==> src/common/sdp_pkg.sv <==
// Constants shared by the shared data bus I/O port and its pin synchroniser.
// Assumes a 32-bit APB slave whose register word index is the byte address divided by four.
`default_nettype none

package sdp_pkg;

    // ------------------------------------------------------------------
    // Widths
    // ------------------------------------------------------------------
    localparam int unsigned PORT_W   = 8;
    localparam int unsigned MODE_W   = 2;
    localparam int unsigned PADDR_W  = 18;
    localparam int unsigned PDATA_W  = 32;
    localparam int unsigned SYNC_W   = PORT_W + MODE_W + 1;

    // ------------------------------------------------------------------
    // Register indices and byte addresses
    // ------------------------------------------------------------------
    localparam logic [15:0] IDX_PCR  = 16'hFFAE;
    localparam logic [15:0] IDX_DDR  = 16'hFFB4;
    localparam logic [15:0] IDX_DR   = 16'hFFB6;
    localparam logic [15:0] IDX_STAT = 16'hFFBC;

    localparam logic [PADDR_W-1:0] ADDR_PCR  = {IDX_PCR, 2'h0};
    localparam logic [PADDR_W-1:0] ADDR_DDR  = {IDX_DDR, 2'h0};
    localparam logic [PADDR_W-1:0] ADDR_DR   = {IDX_DR, 2'h0};
    localparam logic [PADDR_W-1:0] ADDR_STAT = {IDX_STAT, 2'h0};

    // ------------------------------------------------------------------
    // Reset values
    // ------------------------------------------------------------------
    localparam logic [PORT_W-1:0] RST_PCR = 8'h00;
    localparam logic [PORT_W-1:0] RST_DDR = 8'h00;
    localparam logic [PORT_W-1:0] RST_DR  = 8'h00;

    // ------------------------------------------------------------------
    // Operating modes and status fields
    // ------------------------------------------------------------------
    localparam logic [MODE_W-1:0] MODE_SINGLE = 2'h3;

    localparam int unsigned STAT_MODE_LSB = 0;
    localparam int unsigned STAT_SWSB_BIT = 2;
    localparam int unsigned STAT_HWSB_BIT = 3;
    localparam int unsigned STAT_SNGL_BIT = 4;

    // ------------------------------------------------------------------
    // Synchroniser field positions
    // ------------------------------------------------------------------
    localparam int unsigned SYNC_PIN_LSB  = 0;
    localparam int unsigned SYNC_MODE_LSB = PORT_W;
    localparam int unsigned SYNC_HWSB_BIT = PORT_W + MODE_W;

endpackage

`default_nettype wire

==> src/common/sdp_sync_if.sv <==
// Carrier between the port core and its input synchroniser.
// Assumes raw levels come from pins outside the clock domain.
`timescale 1ns/1ps
`default_nettype none

interface sdp_sync_if #(
    parameter int unsigned W = 11
);
    logic [W-1:0] raw;
    logic [W-1:0] q;

    modport sync (input raw, output q);
    modport user (output raw, input q);
endinterface

`default_nettype wire

==> src/sdp_pin_sync.sv <==
// Two-stage synchroniser for every asynchronous level that the port reads.
// Assumes one clock; the first stage feeds only the second stage.
`timescale 1ns/1ps
`default_nettype none

module sdp_pin_sync #(
    parameter int unsigned W = 11
) (
    input  wire logic pclk,
    input  wire logic presetn,
    sdp_sync_if.sync  sif
);
    import sdp_pkg::*;

    typedef struct packed {
        logic [W-1:0] s1;
        logic [W-1:0] s2;
    } sdp_sync_state_t;

    sdp_sync_state_t st_r;
    sdp_sync_state_t st_nxt;

    // ------------------------------------------------------------------
    // Next state
    // ------------------------------------------------------------------
    always_comb
    begin
        st_nxt    = st_r;
        st_nxt.s1 = sif.raw;
        st_nxt.s2 = st_r.s1;
    end

    always_ff @(posedge pclk or negedge presetn)
    begin
        if (!presetn)
        begin
            st_r <= '0;
        end
        else
        begin
            st_r <= st_nxt;
        end
    end

    assign sif.q = st_r.s2;

endmodule

`default_nettype wire

==> src/sdp_port.sv <==
// Eight-bit I/O port whose pins double as the external data bus, with APB registers.
// Assumes a 32-bit APB master on pclk, mode straps and a hardware standby pin from outside,
// and a software standby level and bus drive signals from logic on the same clock.
//
// Our own choice: the APB register port.
`timescale 1ns/1ps
`default_nettype none

// Notes on behaviour
// - A direction bit of one makes its pin an output, zero an input.
// - Direction register is write-only at its own address and resets to zero.
// - Data register is readable and writable, one output value per pin.
// - Data reads give latched value for outputs, live pin level for inputs.
// - Pull-up control register is eight bits, readable and writable, resets to zero.
// - A pull-up is on only when its control bit is one and direction zero.
// - Every bit has its own independently switched pull-up control.
// - Pull-ups work only in single-chip mode; in expanded modes always off.
// - In expanded modes pins are the data bus; port registers are ignored.
// - In single-chip mode pins are general I/O under port register control.
// - Reset or hardware standby clears registers; pins float with pull-ups off.
// - During software standby the port registers keep their contents.
// - Software standby in expanded modes floats every pin as data input.
// - Software standby in single-chip mode keeps pin states and pull-ups.
module sdp_port (
    input  wire logic                          pclk,
    input  wire logic                          presetn,
    input  wire logic                          psel,
    input  wire logic                          penable,
    input  wire logic                          pwrite,
    input  wire logic [sdp_pkg::PADDR_W-1:0]   paddr,
    input  wire logic [sdp_pkg::PDATA_W-1:0]   pwdata,
    input  wire logic [3:0]                    pstrb,
    output logic      [sdp_pkg::PDATA_W-1:0]   prdata,
    output logic                               pready,
    output logic                               pslverr,
    input  wire logic [sdp_pkg::MODE_W-1:0]    mode_pins,
    input  wire logic                          hw_standby_n,
    input  wire logic                          sw_standby,
    input  wire logic [sdp_pkg::PORT_W-1:0]    bus_dout,
    input  wire logic                          bus_doe,
    output logic      [sdp_pkg::PORT_W-1:0]    bus_din,
    input  wire logic [sdp_pkg::PORT_W-1:0]    pin_in,
    output logic      [sdp_pkg::PORT_W-1:0]    pin_out,
    output logic      [sdp_pkg::PORT_W-1:0]    pin_oe,
    output logic      [sdp_pkg::PORT_W-1:0]    pin_pullup
);
    import sdp_pkg::*;

    // ------------------------------------------------------------------
    // State
    // ------------------------------------------------------------------
    typedef struct packed {
        logic [PORT_W-1:0] ddr;
        logic [PORT_W-1:0] dr;
        logic [PORT_W-1:0] pcr;
        logic              single;
        logic              hwsb;
        logic              swsb;
        logic              pready;
        logic              pslverr;
        logic [PORT_W-1:0] prdata;
        logic [PORT_W-1:0] pin_out;
        logic [PORT_W-1:0] pin_oe;
        logic [PORT_W-1:0] pin_pu;
    } sdp_port_state_t;

    localparam sdp_port_state_t ST_RST = '{
        ddr:     RST_DDR,
        dr:      RST_DR,
        pcr:     RST_PCR,
        default: '0
    };

    sdp_port_state_t st_r;
    sdp_port_state_t st_nxt;

    logic [PORT_W-1:0] pin_q;
    logic [MODE_W-1:0] mode_q;
    logic              hw_q;
    logic              setup_cyc;
    logic              wr_en;
    logic              hit_pcr;
    logic              hit_ddr;
    logic              hit_dr;
    logic              hit_stat;
    logic [PORT_W-1:0] dr_view;

    // ------------------------------------------------------------------
    // Input synchronisers
    // ------------------------------------------------------------------
    sdp_sync_if #(.W(SYNC_W)) sif ();

    assign sif.raw = {~hw_standby_n, mode_pins, pin_in};

    sdp_pin_sync #(
        .W (SYNC_W)
    ) u_sync (
        .pclk    (pclk),
        .presetn (presetn),
        .sif     (sif)
    );

    assign pin_q  = sif.q[SYNC_PIN_LSB +: PORT_W];
    assign mode_q = sif.q[SYNC_MODE_LSB +: MODE_W];
    assign hw_q   = sif.q[SYNC_HWSB_BIT];

    // ------------------------------------------------------------------
    // Address decode
    // ------------------------------------------------------------------
    assign hit_pcr   = (paddr == ADDR_PCR);
    assign hit_ddr   = (paddr == ADDR_DDR);
    assign hit_dr    = (paddr == ADDR_DR);
    assign hit_stat  = (paddr == ADDR_STAT);
    assign setup_cyc = psel && !penable;
    assign wr_en     = psel && penable && st_r.pready && pwrite && pstrb[0] && !st_r.swsb;
    assign dr_view   = (st_r.ddr & st_r.dr) | (~st_r.ddr & pin_q);

    // ------------------------------------------------------------------
    // Next state
    // ------------------------------------------------------------------
    always_comb
    begin
        st_nxt         = st_r;
        st_nxt.single  = (mode_q == MODE_SINGLE);
        st_nxt.hwsb    = hw_q;
        st_nxt.swsb    = sw_standby;
        st_nxt.pready  = 1'b0;
        st_nxt.pslverr = 1'b0;

        if (hw_q)
        begin
            st_nxt.ddr = RST_DDR;
            st_nxt.dr  = RST_DR;
            st_nxt.pcr = RST_PCR;
        end
        else if (wr_en)
        begin
            if (hit_ddr)
            begin
                st_nxt.ddr = pwdata[PORT_W-1:0];
            end
            else if (hit_dr)
            begin
                st_nxt.dr = pwdata[PORT_W-1:0];
            end
            else if (hit_pcr)
            begin
                st_nxt.pcr = pwdata[PORT_W-1:0];
            end
        end

        if (setup_cyc)
        begin
            st_nxt.pready = 1'b1;
            st_nxt.prdata = '0;
            if (hit_ddr)
            begin
                st_nxt.prdata = '0;
            end
            else if (hit_dr)
            begin
                st_nxt.prdata = pwrite ? '0 : dr_view;
            end
            else if (hit_pcr)
            begin
                st_nxt.prdata = pwrite ? '0 : st_r.pcr;
            end
            else if (hit_stat)
            begin
                st_nxt.prdata                            = '0;
                st_nxt.prdata[STAT_MODE_LSB +: MODE_W]   = mode_q;
                st_nxt.prdata[STAT_SWSB_BIT]             = st_r.swsb;
                st_nxt.prdata[STAT_HWSB_BIT]             = st_r.hwsb;
                st_nxt.prdata[STAT_SNGL_BIT]             = st_r.single;
                if (pwrite)
                begin
                    st_nxt.prdata = '0;
                end
            end
            else
            begin
                st_nxt.pslverr = 1'b1;
            end
        end

        if (st_nxt.hwsb)
        begin
            st_nxt.pin_oe  = '0;
            st_nxt.pin_out = '0;
            st_nxt.pin_pu  = '0;
        end
        else if (st_nxt.single)
        begin
            st_nxt.pin_oe  = st_nxt.ddr;
            st_nxt.pin_out = st_nxt.dr;
            st_nxt.pin_pu  = st_nxt.pcr & ~st_nxt.ddr;
        end
        else if (st_nxt.swsb)
        begin
            st_nxt.pin_oe  = '0;
            st_nxt.pin_out = '0;
            st_nxt.pin_pu  = '0;
        end
        else
        begin
            st_nxt.pin_oe  = {PORT_W{bus_doe}};
            st_nxt.pin_out = bus_dout;
            st_nxt.pin_pu  = '0;
        end
    end

    always_ff @(posedge pclk or negedge presetn)
    begin
        if (!presetn)
        begin
            st_r <= ST_RST;
        end
        else
        begin
            st_r <= st_nxt;
        end
    end

    // ------------------------------------------------------------------
    // Outputs
    // ------------------------------------------------------------------
    assign prdata     = {{(PDATA_W-PORT_W){1'b0}}, st_r.prdata};
    assign pready     = st_r.pready;
    assign pslverr    = st_r.pslverr;
    assign pin_out    = st_r.pin_out;
    assign pin_oe     = st_r.pin_oe;
    assign pin_pullup = st_r.pin_pu;
    assign bus_din    = pin_q;

    // ------------------------------------------------------------------
    // Assertions
    // ------------------------------------------------------------------
    chk_dir_drives_pins: assert property (@(posedge pclk) disable iff (!presetn)
        (st_r.single && !st_r.hwsb) |-> (pin_oe == st_r.ddr && pin_out == st_r.dr))
        else $error("Pin drive does not follow direction and data in single-chip mode.");

    chk_dir_reads_zero: assert property (@(posedge pclk) disable iff (!presetn)
        (setup_cyc && !pwrite && hit_ddr) |=> (pready && prdata == '0))
        else $error("Direction register read did not return zero.");

    chk_data_write_lands: assert property (@(posedge pclk) disable iff (!presetn)
        (wr_en && hit_dr && !hw_q) |=> (st_r.dr == $past(pwdata[PORT_W-1:0])))
        else $error("Data register write did not land on the next edge.");

    chk_data_read_mix: assert property (@(posedge pclk) disable iff (!presetn)
        (setup_cyc && !pwrite && hit_dr) |=>
        (prdata[PORT_W-1:0] == (($past(st_r.ddr) & $past(st_r.dr)) | (~$past(st_r.ddr) & $past(pin_q)))))
        else $error("Data read does not mix latch and pin levels by direction.");

    chk_pullup_gate: assert property (@(posedge pclk) disable iff (!presetn)
        pin_pullup == ((st_r.single && !st_r.hwsb) ? (st_r.pcr & ~st_r.ddr) : '0))
        else $error("Pull-up drive disagrees with control, direction and mode.");

    chk_pullup_expanded: assert property (@(posedge pclk) disable iff (!presetn)
        !st_r.single |-> (pin_pullup == '0))
        else $error("Pull-up active outside single-chip mode.");

    chk_bus_mode_pins: assert property (@(posedge pclk) disable iff (!presetn)
        ($past(presetn) && !st_r.single && !st_r.hwsb && !st_r.swsb) |->
        (pin_oe == {PORT_W{$past(bus_doe)}} && pin_out == $past(bus_dout)))
        else $error("Expanded mode pins do not follow the data bus.");

    chk_hw_standby_clear: assert property (@(posedge pclk) disable iff (!presetn)
        st_r.hwsb |-> (st_r.ddr == '0 && st_r.dr == '0 && st_r.pcr == '0 && pin_oe == '0 && pin_pullup == '0))
        else $error("Hardware standby did not clear registers and float pins.");

    chk_sw_standby_hold: assert property (@(posedge pclk) disable iff (!presetn)
        ($past(st_r.swsb) && !st_r.hwsb) |->
        (st_r.ddr == $past(st_r.ddr) && st_r.dr == $past(st_r.dr) && st_r.pcr == $past(st_r.pcr)))
        else $error("Port registers changed during software standby.");

    chk_sw_standby_float: assert property (@(posedge pclk) disable iff (!presetn)
        (st_r.swsb && !st_r.single) |-> (pin_oe == '0))
        else $error("Expanded mode pin driven during software standby.");

    chk_apb_one_wait: assert property (@(posedge pclk) disable iff (!presetn)
        setup_cyc |=> pready ##1 !pready)
        else $error("APB ready not a single-cycle answer.");

    chk_unmapped_error: assert property (@(posedge pclk) disable iff (!presetn)
        (setup_cyc && !(hit_pcr || hit_ddr || hit_dr || hit_stat)) |=> (pslverr && pready))
        else $error("Unmapped access did not raise an error.");

    chk_dir_write_lands: assert property (@(posedge pclk) disable iff (!presetn)
        (wr_en && hit_ddr && !hw_q) |=> (st_r.ddr == $past(pwdata[PORT_W-1:0])))
        else $error("Direction register write did not land on the next edge.");

    chk_dir_write_pins: assert property (@(posedge pclk) disable iff (!presetn)
        (wr_en && hit_ddr && !hw_q && mode_q == MODE_SINGLE) |=> (pin_oe == $past(pwdata[PORT_W-1:0])))
        else $error("Pin directions did not follow a direction write at once.");

    chk_pcr_write_lands: assert property (@(posedge pclk) disable iff (!presetn)
        (wr_en && hit_pcr && !hw_q) |=> (st_r.pcr == $past(pwdata[PORT_W-1:0])))
        else $error("Pull-up control write did not land on the next edge.");

    chk_pcr_read_back: assert property (@(posedge pclk) disable iff (!presetn)
        (setup_cyc && !pwrite && hit_pcr) |=> (prdata[PORT_W-1:0] == $past(st_r.pcr)))
        else $error("Pull-up control read does not return the register.");

    chk_write_reads_zero: assert property (@(posedge pclk) disable iff (!presetn)
        (setup_cyc && pwrite) |=> (prdata == '0))
        else $error("Write access returned non-zero read data.");

    chk_ready_from_setup: assert property (@(posedge pclk) disable iff (!presetn)
        pready |-> $past(setup_cyc))
        else $error("APB ready raised without a setup cycle.");

    chk_error_only_unmapped: assert property (@(posedge pclk) disable iff (!presetn)
        pslverr |-> ($past(setup_cyc) && !$past(hit_pcr) && !$past(hit_ddr) && !$past(hit_dr) && !$past(hit_stat)))
        else $error("Error raised for a mapped address.");

    chk_status_read: assert property (@(posedge pclk) disable iff (!presetn)
        (setup_cyc && !pwrite && hit_stat) |=>
        (prdata[PORT_W-1:0] == {3'h0, $past(st_r.single), $past(st_r.hwsb), $past(st_r.swsb), $past(mode_q)}))
        else $error("Status read does not show mode and standby levels.");

    chk_sw_single_keep: assert property (@(posedge pclk) disable iff (!presetn)
        (st_r.swsb && $past(st_r.swsb) && st_r.single && $past(st_r.single) &&
         !st_r.hwsb && !$past(st_r.hwsb)) |->
        ($stable(pin_oe) && $stable(pin_out) && $stable(pin_pullup)))
        else $error("Pin state changed during software standby in single-chip mode.");

    chk_stray_write_ignored: assert property (@(posedge pclk) disable iff (!presetn)
        (wr_en && !hw_q && !(hit_pcr || hit_ddr || hit_dr)) |=>
        ($stable(st_r.ddr) && $stable(st_r.dr) && $stable(st_r.pcr)))
        else $error("Write to an unmapped or read-only address changed a port register.");

    // ------------------------------------------------------------------
    // Cover properties
    // ------------------------------------------------------------------

    cov_data_write: cover property (@(posedge pclk) disable iff (!presetn) wr_en && hit_dr);
    cov_data_read: cover property (@(posedge pclk) disable iff (!presetn) setup_cyc && !pwrite && hit_dr);
    cov_hw_standby: cover property (@(posedge pclk) disable iff (!presetn) !st_r.hwsb ##1 st_r.hwsb);
    cov_sw_single: cover property (@(posedge pclk) disable iff (!presetn) st_r.swsb && st_r.single && pin_oe != '0);
    cov_sw_expanded: cover property (@(posedge pclk) disable iff (!presetn) st_r.swsb && !st_r.single);

endmodule

`default_nettype wire

==> config.mk <==
export PLATFORM = sky130hd
export DESIGN_NAME = sdp_port
export DESIGN_NICKNAME = d
export VERILOG_FILES = /design/src/common/sdp_pkg.sv /design/src/common/sdp_sync_if.sv /design/src/sdp_pin_sync.sv /design/src/sdp_port.sv
export SDC_FILE = /design/constraint.sdc
export NUM_CORES = 1
export LEC_CHECK = 0
export ABC_AREA = 1
export BUFFER_PORTS_ARGS = -buffer_cell sky130_fd_sc_hd__buf_2
export CAP_MARGIN = 0
export CORE_MARGIN = 4
export CORE_UTILIZATION = 31
export DETAILED_ROUTE_END_ITERATION = 16
export HOLD_SLACK_MARGIN = 0.08
export PLACE_DENSITY_LB_ADDON = 0.12
export SETUP_SLACK_MARGIN = 0.2
export SLEW_MARGIN = 40
export SYNTH_ARGS = -nofsm -noshare
export SYNTH_HDL_FRONTEND = slang
export SYNTH_HIERARCHICAL = 1
export SYNTH_SLANG_ARGS = --single-unit
==> constraint.sdc <==
create_clock -name pclk -period 3.5 [get_ports pclk]
set_clock_uncertainty 0.05 [all_clocks]
set_input_delay 0 -clock pclk [delete_from_list [all_inputs] [get_ports pclk]]
set_output_delay 0 -clock pclk [all_outputs]
set_load 0.02 [all_outputs]
# Word level (Yosys, flattened, before mapping)
# Index checks and enable logic that the tools add are counted.
# word_totals
register_bits	83
mem_bits_ro	0
out_inout_bits	66
wordCells	56
n_memories	0
ram_bits	0
latchBits	0
# classes
magnitude_cmp	0
eq_ne	5
multipliers	0
shifts	0
bitwise	7
reduce_logical	8
n_addsub	0
n_mux	22
div_mod_pow	0
# ops
cell	count
24-bit 2-to-1 mux	5
8-bit 2-to-1 mux	10
18-bit == test, second input constant	4
8-bit AND	3
16-bit 2-to-1 mux	1
8-bit NOT	2
10-bit 2-to-1 mux	1
8-bit bitwise OR	1
1-bit logical AND	6
5-bit 2-to-1 mux	1
1-bit 2-to-1 mux	4
2-bit == test, second input constant	1
1-bit zero test	2
1-bit NOT	1

# Logic depth before layout (Yosys ltp)
# Gate-level depths: netlist (run 1).
# depth
ltp_word	11
ltp_mapped	10
depth_no_buf	10

# Hierarchy
# Netlist (run 1), hierarchy kept.
# modules_own_cells
mod	cells_per_inst	area_per_inst_um2	n_inst
sdp_port	434	3434.5	1
sdp_pin_sync	22	550.5	1

# Worst setup path after synthesis (run 1)
# No wires, ideal clock.
# synth_timing
kind	register to register
from	register st_r (netlist bit pready)
to	register st_r (netlist bit pin_pullup[6])
period_less_slack_ns	1.550
setup_time_ns	0.069
arrival_ns	1.432
n_path_buf	1
path_stages_with_launch	10
slack_ns	1.950
cell_sequence	dfrtp_1 -> nand4_1 -> nor2_2 -> buf_6 -> nand4_4 -> clkinv_2 -> nand2_1 -> nand3_1 -> nand2_1 -> nor2_2
# synth_rtl
item	line	source
from (decl)	sdp_port.sv:74	sdp_port_state_t st_r;
from (signal assigned)	sdp_port.sv:220	st_r <= st_nxt;

==> results summary, run 1 <==
The proportion of synthesized flip-flops having asynchronous set or reset came out at 1.00. In this run, post-CTS hold repair placed 32 buffers. The H-tree depth came out at 3. By area the synthesized netlist is led by sky130_fd_sc_hd__dfrtp_1, sky130_fd_sc_hd__buf_4, sky130_fd_sc_hd__nand2_1.

The number of buffers created by CTS came out at 9. The per-cell via count in the routed design came out at 4.03. The kind of critical path is flop to flop. The number of placement rows came out at 41. The number of global-route vias before repair is 3,216.

The setup slack of the critical path after layout came out at 1.61 ns. The number of setup violations in the final report is 0. The vertical extent of the die came out at 121 microns.

In this run, placement finished with an instance count of 683. STA classifies the critical path startpoint as a flop. Dividing the detail-routed wire length by the instance count gives 13.5 microns. The worst slack at placement came out at 1.62 ns. The final-report hold violation count was 0. TritonCTS built the clock tree.

The number of setup buffers added after CTS is 0. The sum of negative setup slack is 0 ns. Power comes to 2.37 mW.

The cell leakage power came out at 2.82 nW. The congestion estimate from routability-driven global placement came to 0.860. The kind of capture point of the worst setup path is a flop. The routed via count came out at 2,948. The floorplan step defined a die boundary enclosing 14,700 sq um.

Along the worst path, the maximum fanout reaches 19. The signal on the critical path passes through clkinv_1 -> buf_4 -> nand2_1 -> a21oi_1. With fillers left out, the area of the finished cells amounts to 5000 sq um. The final period utilization is 0.541. The layout cell share with drive strength beyond 1 is 0.242. Synthesis produced 456 cells.

Setup repair after global routing left no endpoint under its margin. The wire-length estimate of the detail-placed layout is 7.34 mm. The number of nets in the finished design is 634.

The required time reported for the critical path endpoint is 3.66 ns. The count of buffers from port buffering is 94. The share of synthesized area in the top cell type comes to 0.521.

Summed over all instances, the cell type with the most area after synthesis is sky130_fd_sc_hd__dfrtp_1. The number of storage elements in the synthesis netlist is 83. The number of sinks driven by the clock tree came out at 83. The sequential area share after synthesis came out at 0.521. The number of library cell types mapped by synthesis is 28. After clock tree synthesis, the clock-pin slew on the worst setup and hold paths is 0.06 ns. The worst min-delay path category is primary input to flop. Among all stages on the critical path, the largest delay is contributed by sky130_fd_sc_hd__dfrtp_1. After detailed routing, the number of remaining DRC violations is 0. Power spread over the standard cell area amounts to 474 nW/um^2. Once detail routing completed, the nets flagged for antenna violations numbered 0.

The root buffer cell chosen for the clock tree is sky130_fd_sc_hd__clkbuf_16. Entering global routing, the biggest net connects 47 pins. The number of top-level design ports is 146. For this run, the share of the core covered by cells in the final layout is 0.396. The aggregate routed wire length came out at 9.87 mm. The most used flip-flop cell after synthesis is sky130_fd_sc_hd__dfrtp_1. The minimum period implied by the final worst setup slack came out at 1.89 ns. The later pin in the worst-skew pair is clocked with a latency of 0.34 ns.

The total core area is 12,600 sq um. The growth of design area from synthesis to finish is 25.5%. Across the VDD grid, the largest voltage drop is 0.000252 V. The total of warnings raised by yosys came out at 6.

The flow ran to the end, and the final reports show no timing, DRC or antenna violations. Counting both buffers and inverters, the worst setup path holds a total of 2. The number of max-cap violations came out at 0. For this run the aggregate overflow at the end of global routing stands at 0. Among all cell types in the netlist, the one instantiated most often is sky130_fd_sc_hd__nand2_1. The detailed-router iteration count before antenna repair is 6. The global-route usage over all layers came out at 0.145. The post-synth design cell area is 3990 sq um. For this run, the slowest stage of the critical path takes 0.66 ns. The initial utilization of the core area, before any placement, comes to 0.316.

Counting along the longest clock path gives a buffer depth of 2. The maximum achievable frequency came out at 0.528 GHz. The number of antenna violations at the first check in global routing is 0.

The number of synthesized flops with an enable pin came out at 0. The first-pass GRT wire length came out at 16.2 mm. The number of standard cells in the final layout excluding fillers is 731. The worst hold margin came out at 0.0924 ns. Dividing the synthesized area by the synthesized cell count gives 8.74 sq um.

The placed instances occupy a cell area of 4310 sq um. Broken down by cell family, the worst path's largest delay share belongs to flip-flops. The number of antenna repair diodes came out at 0. The total count of max-transition violations in the final report came to 0. From left edge to right edge, the die measures 121 microns. Post-CTS repair changed the size of 0 cells. The starting DRC count in detailed routing came out at 122. The worst-margin pin slew came out at 0.624 ns. The data arrival time of the critical path came out at 2.05 ns.

By count the netlist is led by sky130_fd_sc_hd__nand2_1, sky130_fd_sc_hd__dfrtp_1, sky130_fd_sc_hd__inv_1. The worst pin sits at a relative slew slack of 0.584.
## final timing paths
| path | start | end | slack (ns) | cells after the start |
|---|---|---|---|---|
| max | u_sync/sif.q[10] | pin_oe[5] | 1.61 | 4 |
| min | psel | pslverr | 0.09 | 5 |
| max reg2reg | u_sync/sif.q[10] | pin_oe[5] | 1.61 | 4 |
| min reg2reg | u_sync/st_nxt[8] | u_sync/sif.q[8] | 0.30 | 0 |
| max in group asynchronous | presetn | u_sync/sif.q[3] | 2.30 | 3 |
| min in group asynchronous | presetn | prdata[7] | 0.17 | 2 |
## kinds of logic (layout without fill, tap and decap cells)
family | after synthesis | in the layout | share of synthesized area
and+or+nand+nor | 161 | 161 | 0.193
buffers and inverters | 153 | 233 | 0.203
DFF | 83 | 83 | 0.521
AOI/OAI and AO/OA | 55 | 55 | 0.0750
muxes | 3 | 3 | 0.00754
other | 1 | 24 | 0.000941
## sequential cells by signal (all words and copies together) (netlist names)
| name | cells |
|---|---|
| pready | 1 |
| pin_out | 8 |
| pin_oe | 8 |
| u_sync/st_nxt | 11 |
| pin_pullup | 8 |
| prdata | 8 |
| st_r | 27 |
| pslverr | 1 |
| u_sync/sif.q | 11 |
## layout by cell type (no fill, tap or decap), drive strengths merged
| cell type | count |
|---|---|
| o211ai | 2 |
| o21ai | 21 |
| nand2 | 86 |
| a21oi | 29 |
| inv | 85 |
| clkinv | 4 |
| conb | 24 |
| o22ai | 3 |
| buf | 97 |
| bufinv | 4 |
| nand3 | 33 |
| clkinvlp | 1 |
| dlygate4sd3 | 32 |
| dfrtp | 83 |
| clkbuf | 10 |
| nor2 | 25 |
| nor4 | 1 |
| mux2i | 3 |
| nand4 | 16 |
## area by class of cell
type                    count  area (sq um)
clock inverters             6           136
multi-input cells         243          1190
fillers                  1315          7620
clock buffers              10           239
inverters                  88           332
flip-flops and latches     83          2080
repair buffers            129           816
well taps                 172           215
## layer usage
metal | global-route usage | vias to the layer above | part of all wire
met3 | 0.0490 | 14 | 0.056
met5 | 0 | - | 0
met4 | 0.0490 | 0 | 0.014
met1 | 0.195 | 1331 | 0.48
met2 | 0.218 | 77 | 0.45
li1 | - | 1526 | -
## worst register-to-register path, delay by kind of cell (launching register included)
family	cells	cell delay (ns)
flip-flops	1	0.66
buffers and inverters	2	0.63
AND/OR/NAND/NOR	1	0.32
AO/OA/AOI/OAI	1	0.10
## where the power goes
group          internal (mW)  total, mW  switching [mW]
combinational         0.0707      0.199           0.129
clock                  0.790       1.17           0.385
sequential             0.986      0.999          0.0131
total                   1.85       2.37           0.526
No activity file was read; power rests on OpenSTA's default activity.
==> run 2, diff against run 1 <==
==> constraint.sdc (replaced) <==
create_clock -name pclk -period 1.6 [get_ports pclk]
set_clock_uncertainty 0.05 [all_clocks]
set_input_delay 0 -clock pclk [delete_from_list [all_inputs] [get_ports pclk]]
set_output_delay 0 -clock pclk [all_outputs]
set_load 0.02 [all_outputs]
==> results summary, run 2 (same netlist as run 1, synthesis figures left out) <==
The flow ran to the end, and the final reports show no timing, DRC or antenna violations. The average detailed-routed wire length per instance is 13.9 microns (+2.9%). Setup repair after global routing could not meet its margin everywhere. The routed via count came out at 3,161 (+7.2%). The starting density of the core was 0.316 (unchanged). The final period utilization is 0.973 (+0.431). The number of setup violations in the final report is 0 (unchanged).

The vertical extent of the die was 121 microns (unchanged). The detailed-router iteration count before antenna repair came out at 4 (-2). The aggregate routed wire length was 10.3 mm (+4.7%). The cell-internal power came out at 3.56 mW (+93%).

The per-cell via count in the routed design came out at 4.25 (+5.4%). The number of standard cells in the final layout excluding fillers came out at 744 (+1.8%). The clock root buffer is sky130_fd_sc_hd__clkbuf_16.

The kind of critical path is flop to flop. The number of global-route vias before repair came to 3,011 (-6.4%). The switching part of the total power is 0.236 (+0.0139). In the layout the commonest cells are sky130_fd_sc_hd__buf_2, sky130_fd_sc_hd__dfrtp_1, sky130_fd_sc_hd__inv_1. In this run the most critical hold path is launched from bus_doe.

The number of buffers created by CTS came to 9 (unchanged). The final-report hold violation count came to 0 (unchanged). The total net switching power is 1.10 mW (+110%). The worst hold margin is 0.128 ns (+0.0351 ns). The worst setup path is launched from a flop. In this run the critical register-to-register path is captured at pin_out[6].

The total core area was 12,600 sq um (unchanged). The startpoint identified for the worst register-to-register timing path is st_r[34]. The power consumption came out at 4.66 mW (+97%). The clock transition time at the flip-flop clock pins of the worst setup and hold paths came out at 0.06 ns (about the same). The cell count after placement was 695 (+1.8%). The final non-filler cell area is 5380 sq um (+7.6%).

The critical path starts at st_r[34]. The share of power burned in registers came to 0.467 (+0.046). The data arrival time of the critical path is 1.73 ns (-0.32 ns).

The maximum achievable frequency is 0.642 GHz (+22%). The first-pass GRT wire length came out at 16.1 mm (-0.90%). The cell area reported after detailed placement is 4480 sq um (+4.1%). The minimum period implied by the final worst setup slack is 1.56 ns (-0.338 ns). The sum of negative setup slack came out at 0 ns (unchanged). The number of filler cells placed in the layout came out at 1,292 (-1.7%). The pin count of the biggest net entering global routing came to 40 (-15%). The growth of design area from synthesis to finish is 35.1%. The worst hold endpoint is pin_oe[0]. The cell depth of the worst flop-to-flop path is 8 (+4). The number of DRC violations after detailed routing came to 0 (unchanged). The power density relative to cell area came out at 866 nW/um^2 (+83%).

The worst hold path cell count is 6 (+1). The starting DRC count in detailed routing is 166 (+36%). The combinational fraction of design power came out at 0.105 (+0.021). The H-tree depth is 3 (unchanged).

The worst min-delay path category is primary input to flop. The die area is 14,700 sq um (unchanged). The worst slack at placement is -0.0456 ns (-1.66 ns).

The global-route usage over all layers came to 0.144 (-0.000651). The remaining max-slew budget at the tightest pin is 0.652 (+0.0684). The cell leakage power is 2.90 nW (+2.8%). The residual antenna-violating net count after detailed routing came out at 0 (unchanged). The worst-margin pin slew came out at 0.521 ns (-0.103 ns). The maximum root-to-sink buffer count is 2 (unchanged). The worst setup path is captured at a flop. The width of the die was 121 microns (unchanged).

The number of flip-flops under the largest register name came out at 27 (unchanged). The half-perimeter wire length after detailed placement is 7.53 mm (+2.6%). The setup slack of the critical path after layout was 0.0435 ns (-1.56 ns). The later-pin clock latency in the skew report was 0.34 ns (about the same). The total grt overflow is 0 (unchanged). The setup slack of the most critical reg-to-reg path was 0.04 ns (-1.56 ns). The library cell used most frequently in the layout, excluding fill and tap cells, is sky130_fd_sc_hd__buf_2. The number of sinks driven by the clock tree was 83 (unchanged).

The number of placement rows came to 41 (unchanged). The maximum fanout count along the critical path is 8 (-11). The number of top-level design ports was 146 (unchanged). The routability congestion estimate was 0.800 (-7.0%). The number of nets in the finished design is 649 (+2.4%).

The number of antenna repair diodes came out at 0 (unchanged). The required time reported for the critical path endpoint came out at 1.77 ns (-1.89 ns). The layout cell share with drive strength beyond 1 is 0.365 (+0.124). The part of the total power dissipated in the clock network is 0.428 (-0.067). The register with the most flip-flops in the final layout is st_r. The number of max-cap violations is 0 (unchanged). The total count of max-transition violations in the final report was 0 (unchanged).

The utilization after layout is 0.427 (+0.0301). The clock tree from TritonCTS is yes. The number of antenna violations at the first check in global routing came out at 0 (unchanged). The worst supply voltage drop on vdd is 0.000321 V (+28%). The count of buffers from port buffering came out at 94 (unchanged).
-- run 2: cell types whose count changed in the layout (fill, tap and decap cells not counted), moves of 7 or more --
cell                      change
sky130_fd_sc_hd__nand2_1     -20
sky130_fd_sc_hd__nand2_2     +16
sky130_fd_sc_hd__nand3_1     -16
sky130_fd_sc_hd__a21oi_1     -12
sky130_fd_sc_hd__a21oi_2     +12
sky130_fd_sc_hd__nand3_4     +10
sky130_fd_sc_hd__buf_4        +8
sky130_fd_sc_hd__inv_1        -8
sky130_fd_sc_hd__inv_2        +8
sky130_fd_sc_hd__nand3_2      +7
-- run 2: timing repair --
item | in CTS | in global routing
cloned | 2 | 0
setup endpoints to repair | 48 | 53
pin swaps | 20 | 13
hold buffers | 32 | 0
setup buffers | 1 | 0
gates resized for setup | 45 | 32
endpoints found under the hold margin | 142 | 0
-- run 2: worst max-delay path by stage --
| stage | to | slack, ns | cells after the start |
|---|---|---|---|
| global placement | pin_pullup[4] | 0.007 | 8 |
| global route | pin_pullup[3] | -0.05 | 9 |
| CTS | pin_pullup[4] | 0.05 | 8 |
| detailed placement | pin_pullup[4] | -0.05 | 8 |
| floorplan | pin_pullup[6] | 0.12 | 8 |
| finish | pin_out[6] | 0.04 | 8 |
-- run 2: cell type report --
class                   count  area, sq um  share of cell area
flip-flops and latches     83         2080               0.386
multi-input cells         245         1510               0.281
repair buffers            142          958               0.178
inverters                  88          338              0.0628
clock buffers              11          243              0.0451
clock inverters             3         40.0             0.00744
well taps                 172          215              0.0400
-- run 2: power groups by stage --
stage	clock (mW)	sequential (mW)	combinational, mW
after floorplan	0	2.23	0.257
after global placement	0	2.22	0.409
after detailed placement	0	2.22	0.412
after CTS	2.07	2.18	0.488
after global routing	2.14	2.18	0.543
final	1.99	2.18	0.490
-- run 2: critical path, stage by stage (launching register included) --
cell,delay [ns]
sky130_fd_sc_hd__dfrtp_1,0.37
sky130_fd_sc_hd__inv_2,0.06
sky130_fd_sc_hd__nand4_1,0.12
sky130_fd_sc_hd__nor2_4,0.20
sky130_fd_sc_hd__buf_6,0.17
sky130_fd_sc_hd__buf_6,0.13
sky130_fd_sc_hd__nand4_1,0.16
sky130_fd_sc_hd__nand3_4,0.13
sky130_fd_sc_hd__a21oi_2,0.06
-- run 2: layer usage --
layer  track usage  vias to the layer above  wire [microns]
li1              -                     1570               -
met5             0                        -               0
met2         0.209                       97            4640
met4        0.0644                        0             214
met3        0.0345                       13             634
met1         0.204                     1481            4850
